`config.mk`:
```
export PLATFORM = sky130hd
export DESIGN_NAME = vcpat_table_regs
export DESIGN_NICKNAME = d
export VERILOG_FILES = /design/src/pkg/vcpat_pkg.sv /design/src/hdl/vcpat_slot_walker.sv /design/src/hdl/vcpat_table_regs.sv
export SDC_FILE = /design/constraint.sdc
export NUM_CORES = 1
export LEC_CHECK = 0
export BUFFER_PORTS_ARGS = -buffer_cell sky130_fd_sc_hd__buf_4
export CAP_MARGIN = 20
export CORE_MARGIN = 4
export CORE_UTILIZATION = 50
export DETAILED_ROUTE_END_ITERATION = 7
export GPL_ROUTABILITY_DRIVEN = 0
export PLACE_DENSITY = 0.78
export RECOVER_POWER = 25
export SLEW_MARGIN = 10
export SYNTH_ARGS = -nofsm -noshare
export SYNTH_HDL_FRONTEND = slang
export SYNTH_SLANG_ARGS = --single-unit
```
`constraint.sdc`:
```
create_clock -name clk_sys -period 3.44 [get_ports clk_sys]
set_input_delay 0.344 -clock clk_sys [delete_from_list [all_inputs] [get_ports clk_sys]]
set_output_delay 0.344 -clock clk_sys [all_outputs]
set_load 0.05 [all_outputs]
```
`src/pkg/vcpat_pkg.sv`:
```
// constants shared by the port arbitration table block
package vcpat_pkg;
	// ****************************************
	// register map (byte addresses)
	// ****************************************
	localparam int ADR_WIDTH = 12;
	localparam logic [ADR_WIDTH-1:0] ADDR_CONTROL = 12'h214; // vc_resource_control
	localparam logic [ADR_WIDTH-1:0] ADDR_STATUS = 12'h218; // vc_resource_status
	localparam logic [ADR_WIDTH-1:0] ADDR_TABLE0 = 12'h220; // arbitration_table_word_zero
	localparam int WORD_LSB = 2; // word index starts here
	// ****************************************
	// field positions
	// ****************************************
	localparam int LOAD_BIT = 16; // table_load_request in control
	localparam int COHERENCY_BIT = 16; // table_coherency_pending in status
	localparam int NEGOTIATION_BIT = 17; // channel_negotiation_pending in status
	localparam int SLOT_WIDTH = 4; // bits per phase slot
	localparam int SLOT_COUNT = 8; // slots in table word zero
	localparam int PHASE_WIDTH = 3; // phase index width
	localparam int BYTE_WIDTH = 8;
	localparam int LANE_COUNT = 4;
	// ****************************************
	// reset values and encodings
	// ****************************************
	localparam logic [31:0] TABLE0_RESET = 32'h1765_4321; // slot zero port 1 .. slot seven port 1
	localparam logic [31:0] REG_ZERO = 32'h0000_0000; // reserved bits and unmapped reads
	localparam logic [SLOT_WIDTH-1:0] PORT_LAST_VALID = 4'h7; // 8..15 reserved
	localparam logic [SLOT_WIDTH-1:0] UPSTREAM_PORT_ID = 4'h0; // port zero is upstream
	localparam logic [PHASE_WIDTH-1:0] PHASE_FIRST = 3'h0;
	localparam logic [PHASE_WIDTH-1:0] PHASE_LAST = 3'h7;
	localparam int PERIOD_CYCLES_DEFAULT = 4; // clocks per arbitration period
endpackage

```
`src/hdl/vcpat_slot_walker.sv`:
```
// walks the loaded phase slots and names the winning ingress port
`timescale 1ns/1ps
module vcpat_slot_walker #(
	parameter logic [vcpat_pkg::SLOT_WIDTH-1:0] EGRESS_PORT = 4'h0
) (
	input wire logic clk_sys,
	input wire logic resetn,
	input wire logic [31:0] slotTable,
	input wire logic periodTick,
	output logic [vcpat_pkg::SLOT_WIDTH-1:0] grantPort,
	output logic grantValid,
	output logic [vcpat_pkg::PHASE_WIDTH-1:0] grantPhase
);
	import vcpat_pkg::*;

	// ****************************************
	// state
	// ****************************************
	typedef struct packed {
		logic [PHASE_WIDTH-1:0] phase; // slot being visited
		logic [SLOT_WIDTH-1:0] port; // granted port
		logic valid; // grant is live
	} vcpat_walk_state_t;

	vcpat_walk_state_t s; // current state
	vcpat_walk_state_t next_s; // next state
	logic [SLOT_WIDTH-1:0] curSlot; // port id in current slot
	logic curUsable; // current slot names a legal port

	// true for ports 0..7 other than the egress port
	function automatic logic slotUsable(input logic [SLOT_WIDTH-1:0] id);
		slotUsable = (id <= PORT_LAST_VALID) && (id != EGRESS_PORT);
	endfunction

	// refuse an egress id outside the port range
	if (EGRESS_PORT > PORT_LAST_VALID) begin : g_bad_egress
		$error("egress port id out of range");
	end

	assign curSlot = slotTable[s.phase*SLOT_WIDTH +: SLOT_WIDTH];
	assign curUsable = slotUsable(curSlot);

	// next phase and grant
	always_comb begin
		next_s = s;
		next_s.port = curSlot;
		next_s.valid = curUsable;
		if (!curUsable || periodTick) begin
			next_s.phase = (s.phase == PHASE_LAST) ? PHASE_FIRST : s.phase + 1'b1;
		end
	end

	// state register
	always_ff @(posedge clk_sys or negedge resetn) begin
		if (!resetn) begin
			s <= '0;
		end else begin
			s <= next_s;
		end
	end

	assign grantPort = s.port;
	assign grantValid = s.valid;
	assign grantPhase = s.phase;
endmodule // vcpat_slot_walker

```
`src/hdl/vcpat_table_regs.sv`:
```
// status, control and table word zero of the single vc resource, with slot walker
//
// What this block does
// - table write sets coherency flag until loaded
// - coherency flag reads zero on downstream ports
// - negotiation flag shows flow control init pending
// - slot ids 0-7 are ports, 8-15 reserved
// - invalid slot skipped with no delay
// - word zero holds eight 4-bit slots
// - load request reads zero, writing zero ignored
// - load request acts only on upstream port
//
// Chosen here: the Wishbone interface to the registers.
`timescale 1ns/1ps
module vcpat_table_regs #(
	parameter bit UPSTREAM = 1'b1,
	parameter logic [vcpat_pkg::SLOT_WIDTH-1:0] EGRESS_PORT = 4'h0,
	parameter int PERIOD_CYCLES = vcpat_pkg::PERIOD_CYCLES_DEFAULT
) (
	input wire logic clk_sys,
	input wire logic resetn,
	input wire logic wb_cyc_i,
	input wire logic wb_stb_i,
	input wire logic wb_we_i,
	input wire logic [vcpat_pkg::ADR_WIDTH-1:0] wb_adr_i,
	input wire logic [3:0] wb_sel_i,
	input wire logic [31:0] wb_dat_i,
	output logic [31:0] wb_dat_o,
	output logic wb_ack_o,
	input wire logic fcInitPending,
	output logic [vcpat_pkg::SLOT_WIDTH-1:0] grantPort,
	output logic grantValid,
	output logic [vcpat_pkg::PHASE_WIDTH-1:0] grantPhase
);
	import vcpat_pkg::*;

	// ****************************************
	// behaviour notes
	// ****************************************
	// every bus cycle is answered one clock after it is taken
	// ack is a single pulse even if the strobe is held high
	// read data is zero whenever ack is low
	// unmapped addresses answer with zero, writes to them are dropped
	// table writes go to the software copy only
	// the walker sees the active copy, changed by a load alone
	// a load finishes one clock after the accepted control write
	// a table write in that same clock keeps the flag set
	// the period divider runs free, so the first period after
	// a load or a skip may be shorter than the full count
	// downstream ends keep the table writable but never load it
	// reserved and egress ids in a slot are skipped, never granted
	// the negotiation bit is a live view of flow control init
	// the control register keeps no state; its load bit reads zero
	// grant outputs lag the phase index by one clock

	localparam int DIV_WIDTH = $clog2(PERIOD_CYCLES + 1);
	localparam logic [DIV_WIDTH-1:0] DIV_LAST = DIV_WIDTH'(PERIOD_CYCLES - 1);

	// refuse a period the divider cannot count
	if (PERIOD_CYCLES < 1) begin : g_bad_period
		$error("period must be at least one cycle");
	end

	// ****************************************
	// state
	// ****************************************
	typedef struct packed {
		logic ack; // bus answer
		logic [31:0] rdata; // registered read data
		logic [31:0] table0; // software copy of word zero
		logic [31:0] active; // copy in use by the walker
		logic coherencyPending; // table written, not yet loaded
		logic loadPending; // load accepted, copy next cycle
		logic [DIV_WIDTH-1:0] divCount; // period divider
	} vcpat_reg_state_t;

	vcpat_reg_state_t s; // current state
	vcpat_reg_state_t next_s; // next state
	logic request; // new bus cycle seen
	logic tableWrite; // write hits table word zero
	logic loadWrite; // one written to load request
	logic readStatus; // read of status
	logic readControl; // read of control
	logic readTable; // read of table word zero
	logic periodTick; // one pulse per arbitration period

	// word address match
	function automatic logic hits(input logic [ADR_WIDTH-1:0] adr, input logic [ADR_WIDTH-1:0] reg_adr);
		hits = adr[ADR_WIDTH-1:WORD_LSB] == reg_adr[ADR_WIDTH-1:WORD_LSB];
	endfunction

	// ****************************************
	// bus decode
	// ****************************************
	// a new cycle is taken only while ack is low
	assign request = wb_cyc_i && wb_stb_i && !s.ack;
	assign tableWrite = request && wb_we_i && hits(wb_adr_i, ADDR_TABLE0) && (|wb_sel_i);
	assign loadWrite = request && wb_we_i && hits(wb_adr_i, ADDR_CONTROL) && wb_sel_i[LOAD_BIT/BYTE_WIDTH]
		&& wb_dat_i[LOAD_BIT];
	assign readStatus = request && !wb_we_i && hits(wb_adr_i, ADDR_STATUS);
	assign readControl = request && !wb_we_i && hits(wb_adr_i, ADDR_CONTROL);
	assign readTable = request && !wb_we_i && hits(wb_adr_i, ADDR_TABLE0);
	assign periodTick = (s.divCount == DIV_LAST);

	// next state of registers, load and divider
	always_comb begin
		next_s = s;
		// one-cycle ack, every address answered
		next_s.ack = request;
		// period divider
		next_s.divCount = periodTick ? '0 : s.divCount + 1'b1;
		if (tableWrite) begin
			for (int lane = 0; lane < LANE_COUNT; lane++) begin
				if (wb_sel_i[lane]) begin
					next_s.table0[lane*BYTE_WIDTH +: BYTE_WIDTH] = wb_dat_i[lane*BYTE_WIDTH +: BYTE_WIDTH];
				end
			end
		end
		if (loadWrite && UPSTREAM) begin
			next_s.loadPending = 1'b1;
		end
		// finish the load by copying the table
		// the copy uses the table as it stood before this clock
		if (s.loadPending) begin
			next_s.active = s.table0;
			next_s.loadPending = 1'b0;
		end
		next_s.coherencyPending = (s.coherencyPending && !s.loadPending) || tableWrite;
		if (!UPSTREAM) begin
			next_s.coherencyPending = 1'b0;
		end
		// read data, reserved bits zero
		next_s.rdata = REG_ZERO;
		if (readStatus) begin
			next_s.rdata[COHERENCY_BIT] = s.coherencyPending;
			next_s.rdata[NEGOTIATION_BIT] = fcInitPending;
		end else if (readTable) begin
			next_s.rdata = s.table0;
		end else if (readControl) begin
			next_s.rdata = REG_ZERO;
		end
	end

	// state register
	always_ff @(posedge clk_sys or negedge resetn) begin
		if (!resetn) begin
			s <= '{ack: 1'b0, rdata: REG_ZERO, table0: TABLE0_RESET, active: TABLE0_RESET,
				coherencyPending: 1'b0, loadPending: 1'b0, divCount: '0};
		end else begin
			s <= next_s;
		end
	end

	assign wb_ack_o = s.ack;
	assign wb_dat_o = s.rdata;

	// ****************************************
	// arbitration walk
	// ****************************************
	vcpat_slot_walker #(
		.EGRESS_PORT(EGRESS_PORT)
	) u_walker (
		.clk_sys(clk_sys),
		.resetn(resetn),
		.slotTable(s.active),
		.periodTick(periodTick),
		.grantPort(grantPort),
		.grantValid(grantValid),
		.grantPhase(grantPhase)
	);
endmodule // vcpat_table_regs

```
Yosys cells after proc, flatten, opt, wreduce, memory -nomap -nowiden

Index checks and enable logic that the tools add are counted.
W data, S select, Z words.

Input bits: 54
Output and inout bits: 41
Word-level logic and storage cells: 55
Bits in registers: 110

Equal/unequal tests: 5
Reductions and logical operators: 25
Muxes and demuxes: 8
Magnitude comparators: 1
Shift-type cells: 1
Add/subtract/negate cells: 2

Operators by type and width:

| cell                  | count |
|---|---|
| $mux W32              | 1 |
| $shiftx A32 B6 Y4     | 1 |
| $eq A10 B8 Y1 const B | 3 |
| $mux W16              | 1 |
| $mux W14              | 1 |
| $logic_and A1 B1 Y1   | 13 |
| $reduce_and A2 Y1     | 4 |
| $add A3 B1 Y3 const B | 2 |
| $mux W3               | 2 |
| $le A4 B3 Y1 const B  | 1 |
| $logic_not A1 Y1      | 4 |
| $reduce_bool A4 Y1    | 1 |
| $reduce_or A4 Y1      | 1 |
| $eq A3 B2 Y1 const B  | 1 |
| $eq A3 B3 Y1 const B  | 1 |
| $logic_or A1 B1 Y1    | 2 |
| $mux W1               | 2 |
| $mux W2               | 1 |

Depth between registers and ports, before layout

Depth after elaboration: 8
Mapped depth: 5
Gate-level depth less buffers: 4

By module

From an unflattened synthesis, not the netlist that was laid out.

Cells, all modules: 305
Area, all modules: 4658.2 µm²

By module, submodules not included:

| module            | area each (µm²) | cells an instance | seq. area each (µm²) | instances |
|---|---|---|---|---|
| vcpat_table_regs  | 4068.9          | 271               | 2585.0               | 1 |
| vcpat_slot_walker | 589.3           | 34                | 200.2                | 1 |

Worst setup path after synthesis

Ideal clock, no wire load.

Path type: register -> register
Start: register u_walker.s (netlist bit u_walker.grantPhase[1])
End: register u_walker.s (netlist bit u_walker.grantPhase[0])
Data required time: 3312 ps
Arrival time: 2273 ps
Cell stages (with the launch flop): 6
Setup time: 128 ps
Setup slack: 1039 ps
Path buffers: 1
Clock period less this slack: 2401 ps
Cells stage by stage: dfrtp_1 buf_6 mux4_2 mux2_4 a311oi_4 mux2_1

Longest elaborated chain between the ends: 5
Elaborated cells on any way between the ends: 8
Classes of those cells: order compare: 1; eq/ne: 1; shift: 1; mux: 1; reduce/logical: 4

Ends and longest elaborated chain:

| element                                                   | line                    | text |
|---|---|---|
| from (decl)                                               | vcpat_slot_walker.sv:25 | `vcpat_walk_state_t s;` |
| from (signal assigned)                                    | vcpat_slot_walker.sv:58 | `s <= next_s;` |
| $shiftx A32 B6 Y4 (*)                                     | vcpat_slot_walker.sv:40 | `assign curSlot = slotTable[s.phase*SLOT_WIDTH +: SLOT_WIDTH];` |
| named net u_walker.curSlot[3]                             | vcpat_slot_walker.sv:27 | `logic [SLOT_WIDTH-1:0] curSlot;` |
| $le A4 B3 Y1 / $reduce_bool A4 Y1 (equally long branches) | vcpat_slot_walker.sv:32 | `slotUsable = (id <= PORT_LAST_VALID) && (id != EGRESS_PORT);` |
| $logic_and A1 B1 Y1 (*)                                   | vcpat_slot_walker.sv:32 |  |
| $logic_not A1 Y1 (*)                                      | vcpat_slot_walker.sv:48 | `if (!curUsable \|\| periodTick) begin` |
| $logic_or A1 B1 Y1 (*)                                    | vcpat_slot_walker.sv:48 |  |

Mark *: on every way through the listed nets, which the timed path passes. The rest lies on a longest branch.
A chain may end at the register's enable or synchronous reset.

==> flow_summary.ini <==
[pwr]
clock_power_share_pct = 36.3
finalPower_mw = 2.18
total_leakage_power_nw = 2.73
p_comb_share_pct = 4.1
p_sw_mw = 0.458
peakVddDrop_mv = 0.250
p_per_area_nw_per_um2 = 398
intPower_mw = 1.72
switching_share_pct = 21.1
pwr-share-seq_pct = 59.6

[setup_path]
crit_cells = 2
crit_path_start = resetn
rr_startpoint = u_walker.grantPhase[1]
crit_family = buffers and inverters
reg2reg_slack_ns = 1.13
crit_path_end = wb_dat_o[14]
path_max_fanout = 110
r2r_cells = 4
end_kind = async pin
critPathArrivalTime_ns = 2.30
slowest_stage = clkbuf_2
max_stage_delay_ns = 1.80
criticalPathCategory = in2async
crit_path_start_kind = primary input
critPathBufInv = 2
path_cells = buf_4, clkbuf_2
cp.required_ns = 3.36
rr_endpoint = u_walker.grantPhase[1]

[floorplanning]
die_w_um = 105
core_um2 = 9200
io_pins = 95
rows = 35
start_util_pct = 51.1
dieArea_um2 = 11000
die_h_um = 105

[global_route]
track_usage_pct = 15.4
grt_overflow = 0
grt_pass1_wl_um = 13500
grt_antenna_before_repair = 0
grt_pass1_vias = 2660
grt_max_degree = 111

[logic_synthesis]
async_reset_ff_share_pct = 100
synthMuxAreaShare_pct = 22.1
synth_edf_count = 0
ys_top_cells_by_area = dfrtp_1 45%, dfstp_2 15%, mux2_2 12%
yosys.area_share.simple_pct = 9.50
synth_area_um2 = 4700
yosysWarningCount = 0
ys_types = 37
synthAdderAreaFrac_pct = 0.798
synth_seq_cells = 110
synth_cells = 306
synthTopCellsByCount = 84 x dfrtp_1, 51 x mux2_2, 32 x buf_4
yosysMostFrequentCell = dfrtp_1
synth_nets = 363
yosysTopAreaCell = dfrtp_1
synth_xor_area_share_pct = 0
syn_avg_cell_area_um2 = 15.4
ys.flop_type = dfrtp_1
synth_top_family_by_area = multiplexers
synth-seq-area-share_pct = 59.2
synth_compound_area_share_pct = 1.12
synth_top_area_share_pct = 44.7

[clock_network]
cts.sinks = 110
hold_buffers = 0
numCtsBuffers = 9
htree_levels = 3
cts_root_buf = clkbuf_8
insertion_delay_ns = 0.35
cts_resized = 0
postCtsSetupBuffers = 0
cts_tree = built
clock_path_buffers = 2
clk_pin_slew_worst_paths_ns = 0.10

[detailed_routing]
dr.pass1.iters = 4
ant_nets = 0
drc_errors = 0
wl_per_cell_um = 16.7
viasPerCell = 5.06
vias = 2456
wl_um = 8080
drtIter0Drc = 116

[placement]
dp_hpwl_um = 5890
placed_cells = 469
placed_area_um2 = 5270
dp_slack_ns = 1.14
port_buffers = 92

[timing]
fmax_mhz = 421
fin_crit_sh_pct = 69.1
finalHoldViolations = 0
fin_ws_ns = 1.06
period_needed_ns = 2.38
drv_slew = 111
setup-tns-final_ns = 0
tightest_slew_ns = 2.59
holdWs_ns = 0.204
rsz0062_at_grt = false
slew_headroom_pct = -72.4
setup_viol = 0
skew_ns = 0.0125

[hold_path]
worst_hold_path_type = in2reg
min_path_cells = 2

[cells_and_area]
final_cell_area_um2 = 5460
drive_gt1_share_pct = 56.7
fill_cells = 717
fin_util_pct = 59.4
area_growth_pct = 16.2
nNetsFinal = 426
diodes = 0
stdcell_count = 485

[flow_run]
cap_violations = 1

[run_status]
violations = max-capacitance violations, max-slew violations
status = finished with violations
## per-layer routing
metal / share of wire (%) / routed length, um / track usage, % / vias to the layer above
li1: - / - / - / 1148
met3: 4.3 / 350 / 3.15 / 7
met2: 50 / 4030 / 25.4 / 62
met4: 1.0 / 82 / 4.50 / 0
met5: 0 / 0 / 0 / -
met1: 45 / 3620 / 20.7 / 1239
## how the worst min path moves through the flow
| stage | startpoint | end | slack [ns] |
|---|---|---|---|
| after detailed placement | s[0] | s[0] | 0.42 |
| final | wb_dat_i[17] | s[54] | 0.20 |
| after global placement | s[0] | s[0] | 0.42 |
| after CTS | resetn | wb_dat_o[20] | 0.06 |
| after global routing | wb_dat_i[18] | s[55] | 0.19 |
| after floorplan | resetn | s[0] | 0.05 |
## power by group through the flow
stage | Clock [mW] | Combinational, mW | Sequential (mW)
3_3_place_gp | 0 | 0.0924 | 1.32
5_1_grt | 0.872 | 0.101 | 1.30
2_1_floorplan | 0 | 0.0137 | 1.32
3_5_place_dp | 0 | 0.0947 | 1.32
6_report | 0.790 | 0.0898 | 1.30
4_1_cts | 0.815 | 0.0947 | 1.30
## cells in the final DEF, fill, tap and decap left out
master       n
buf_4       95
dfrtp_1     84
mux2_2      51
and2_1      30
dfstp_2     26
clkbuf_8    11
mux2_4       9
inv_1        8
mux2_1       8
mux4_1       5
nor2_1       4
nor4_4       4
nor2b_1      3
mux4_2       3
mux2i_2      3
ha_1         3
and3b_1      2
nor4_2       2
a22oi_1      2
clkinvlp_4   2
nand3_1      1
or3b_1       1
and2b_2      1
or3_1        1
nor3b_1      1
nor4_1       1
nand4_4      1
or4_1        1
o21ai_0      1
a31oi_1      1
nand4b_1     1
nand4bb_1    1
nor3_1       1
and2b_1      1
a311oi_4     1
clkbuf_1     1
bufinv_16    1
inv_6        1
clkbuf_2     1
## logic make-up (layout without fill, tap and decap cells)
kind of cell | count (synthesis) | count (layout)
compound gates | 5 | 5
fa+ha+maj | 3 | 3
buf+inv | 52 | 120
flops | 110 | 110
mux | 79 | 79
simple gates | 57 | 57
## state kept, by name, indices dropped and copies added, names as in the netlist
| signal | flops |
|---|---|
| wb_dat_o | 32 |
| u_walker.grantPort | 4 |
| wb_ack_o | 1 |
| u_walker.grantValid | 1 |
| s | 69 |
| u_walker.grantPhase | 3 |
## area by class of cell
class | count | area, um^2 | area share, %
Clock inverter | 4 | 53.8 | 0.985
Clock buffer | 12 | 155 | 2.84
Inverter | 8 | 30.0 | 0.550
Timing Repair Buffer | 96 | 718 | 13.1
Tap cell | 111 | 139 | 2.54
Sequential cell | 110 | 2790 | 51.0
Multi-Input combinational cell | 144 | 1580 | 29.0
(Power assumes the default switching activity.)
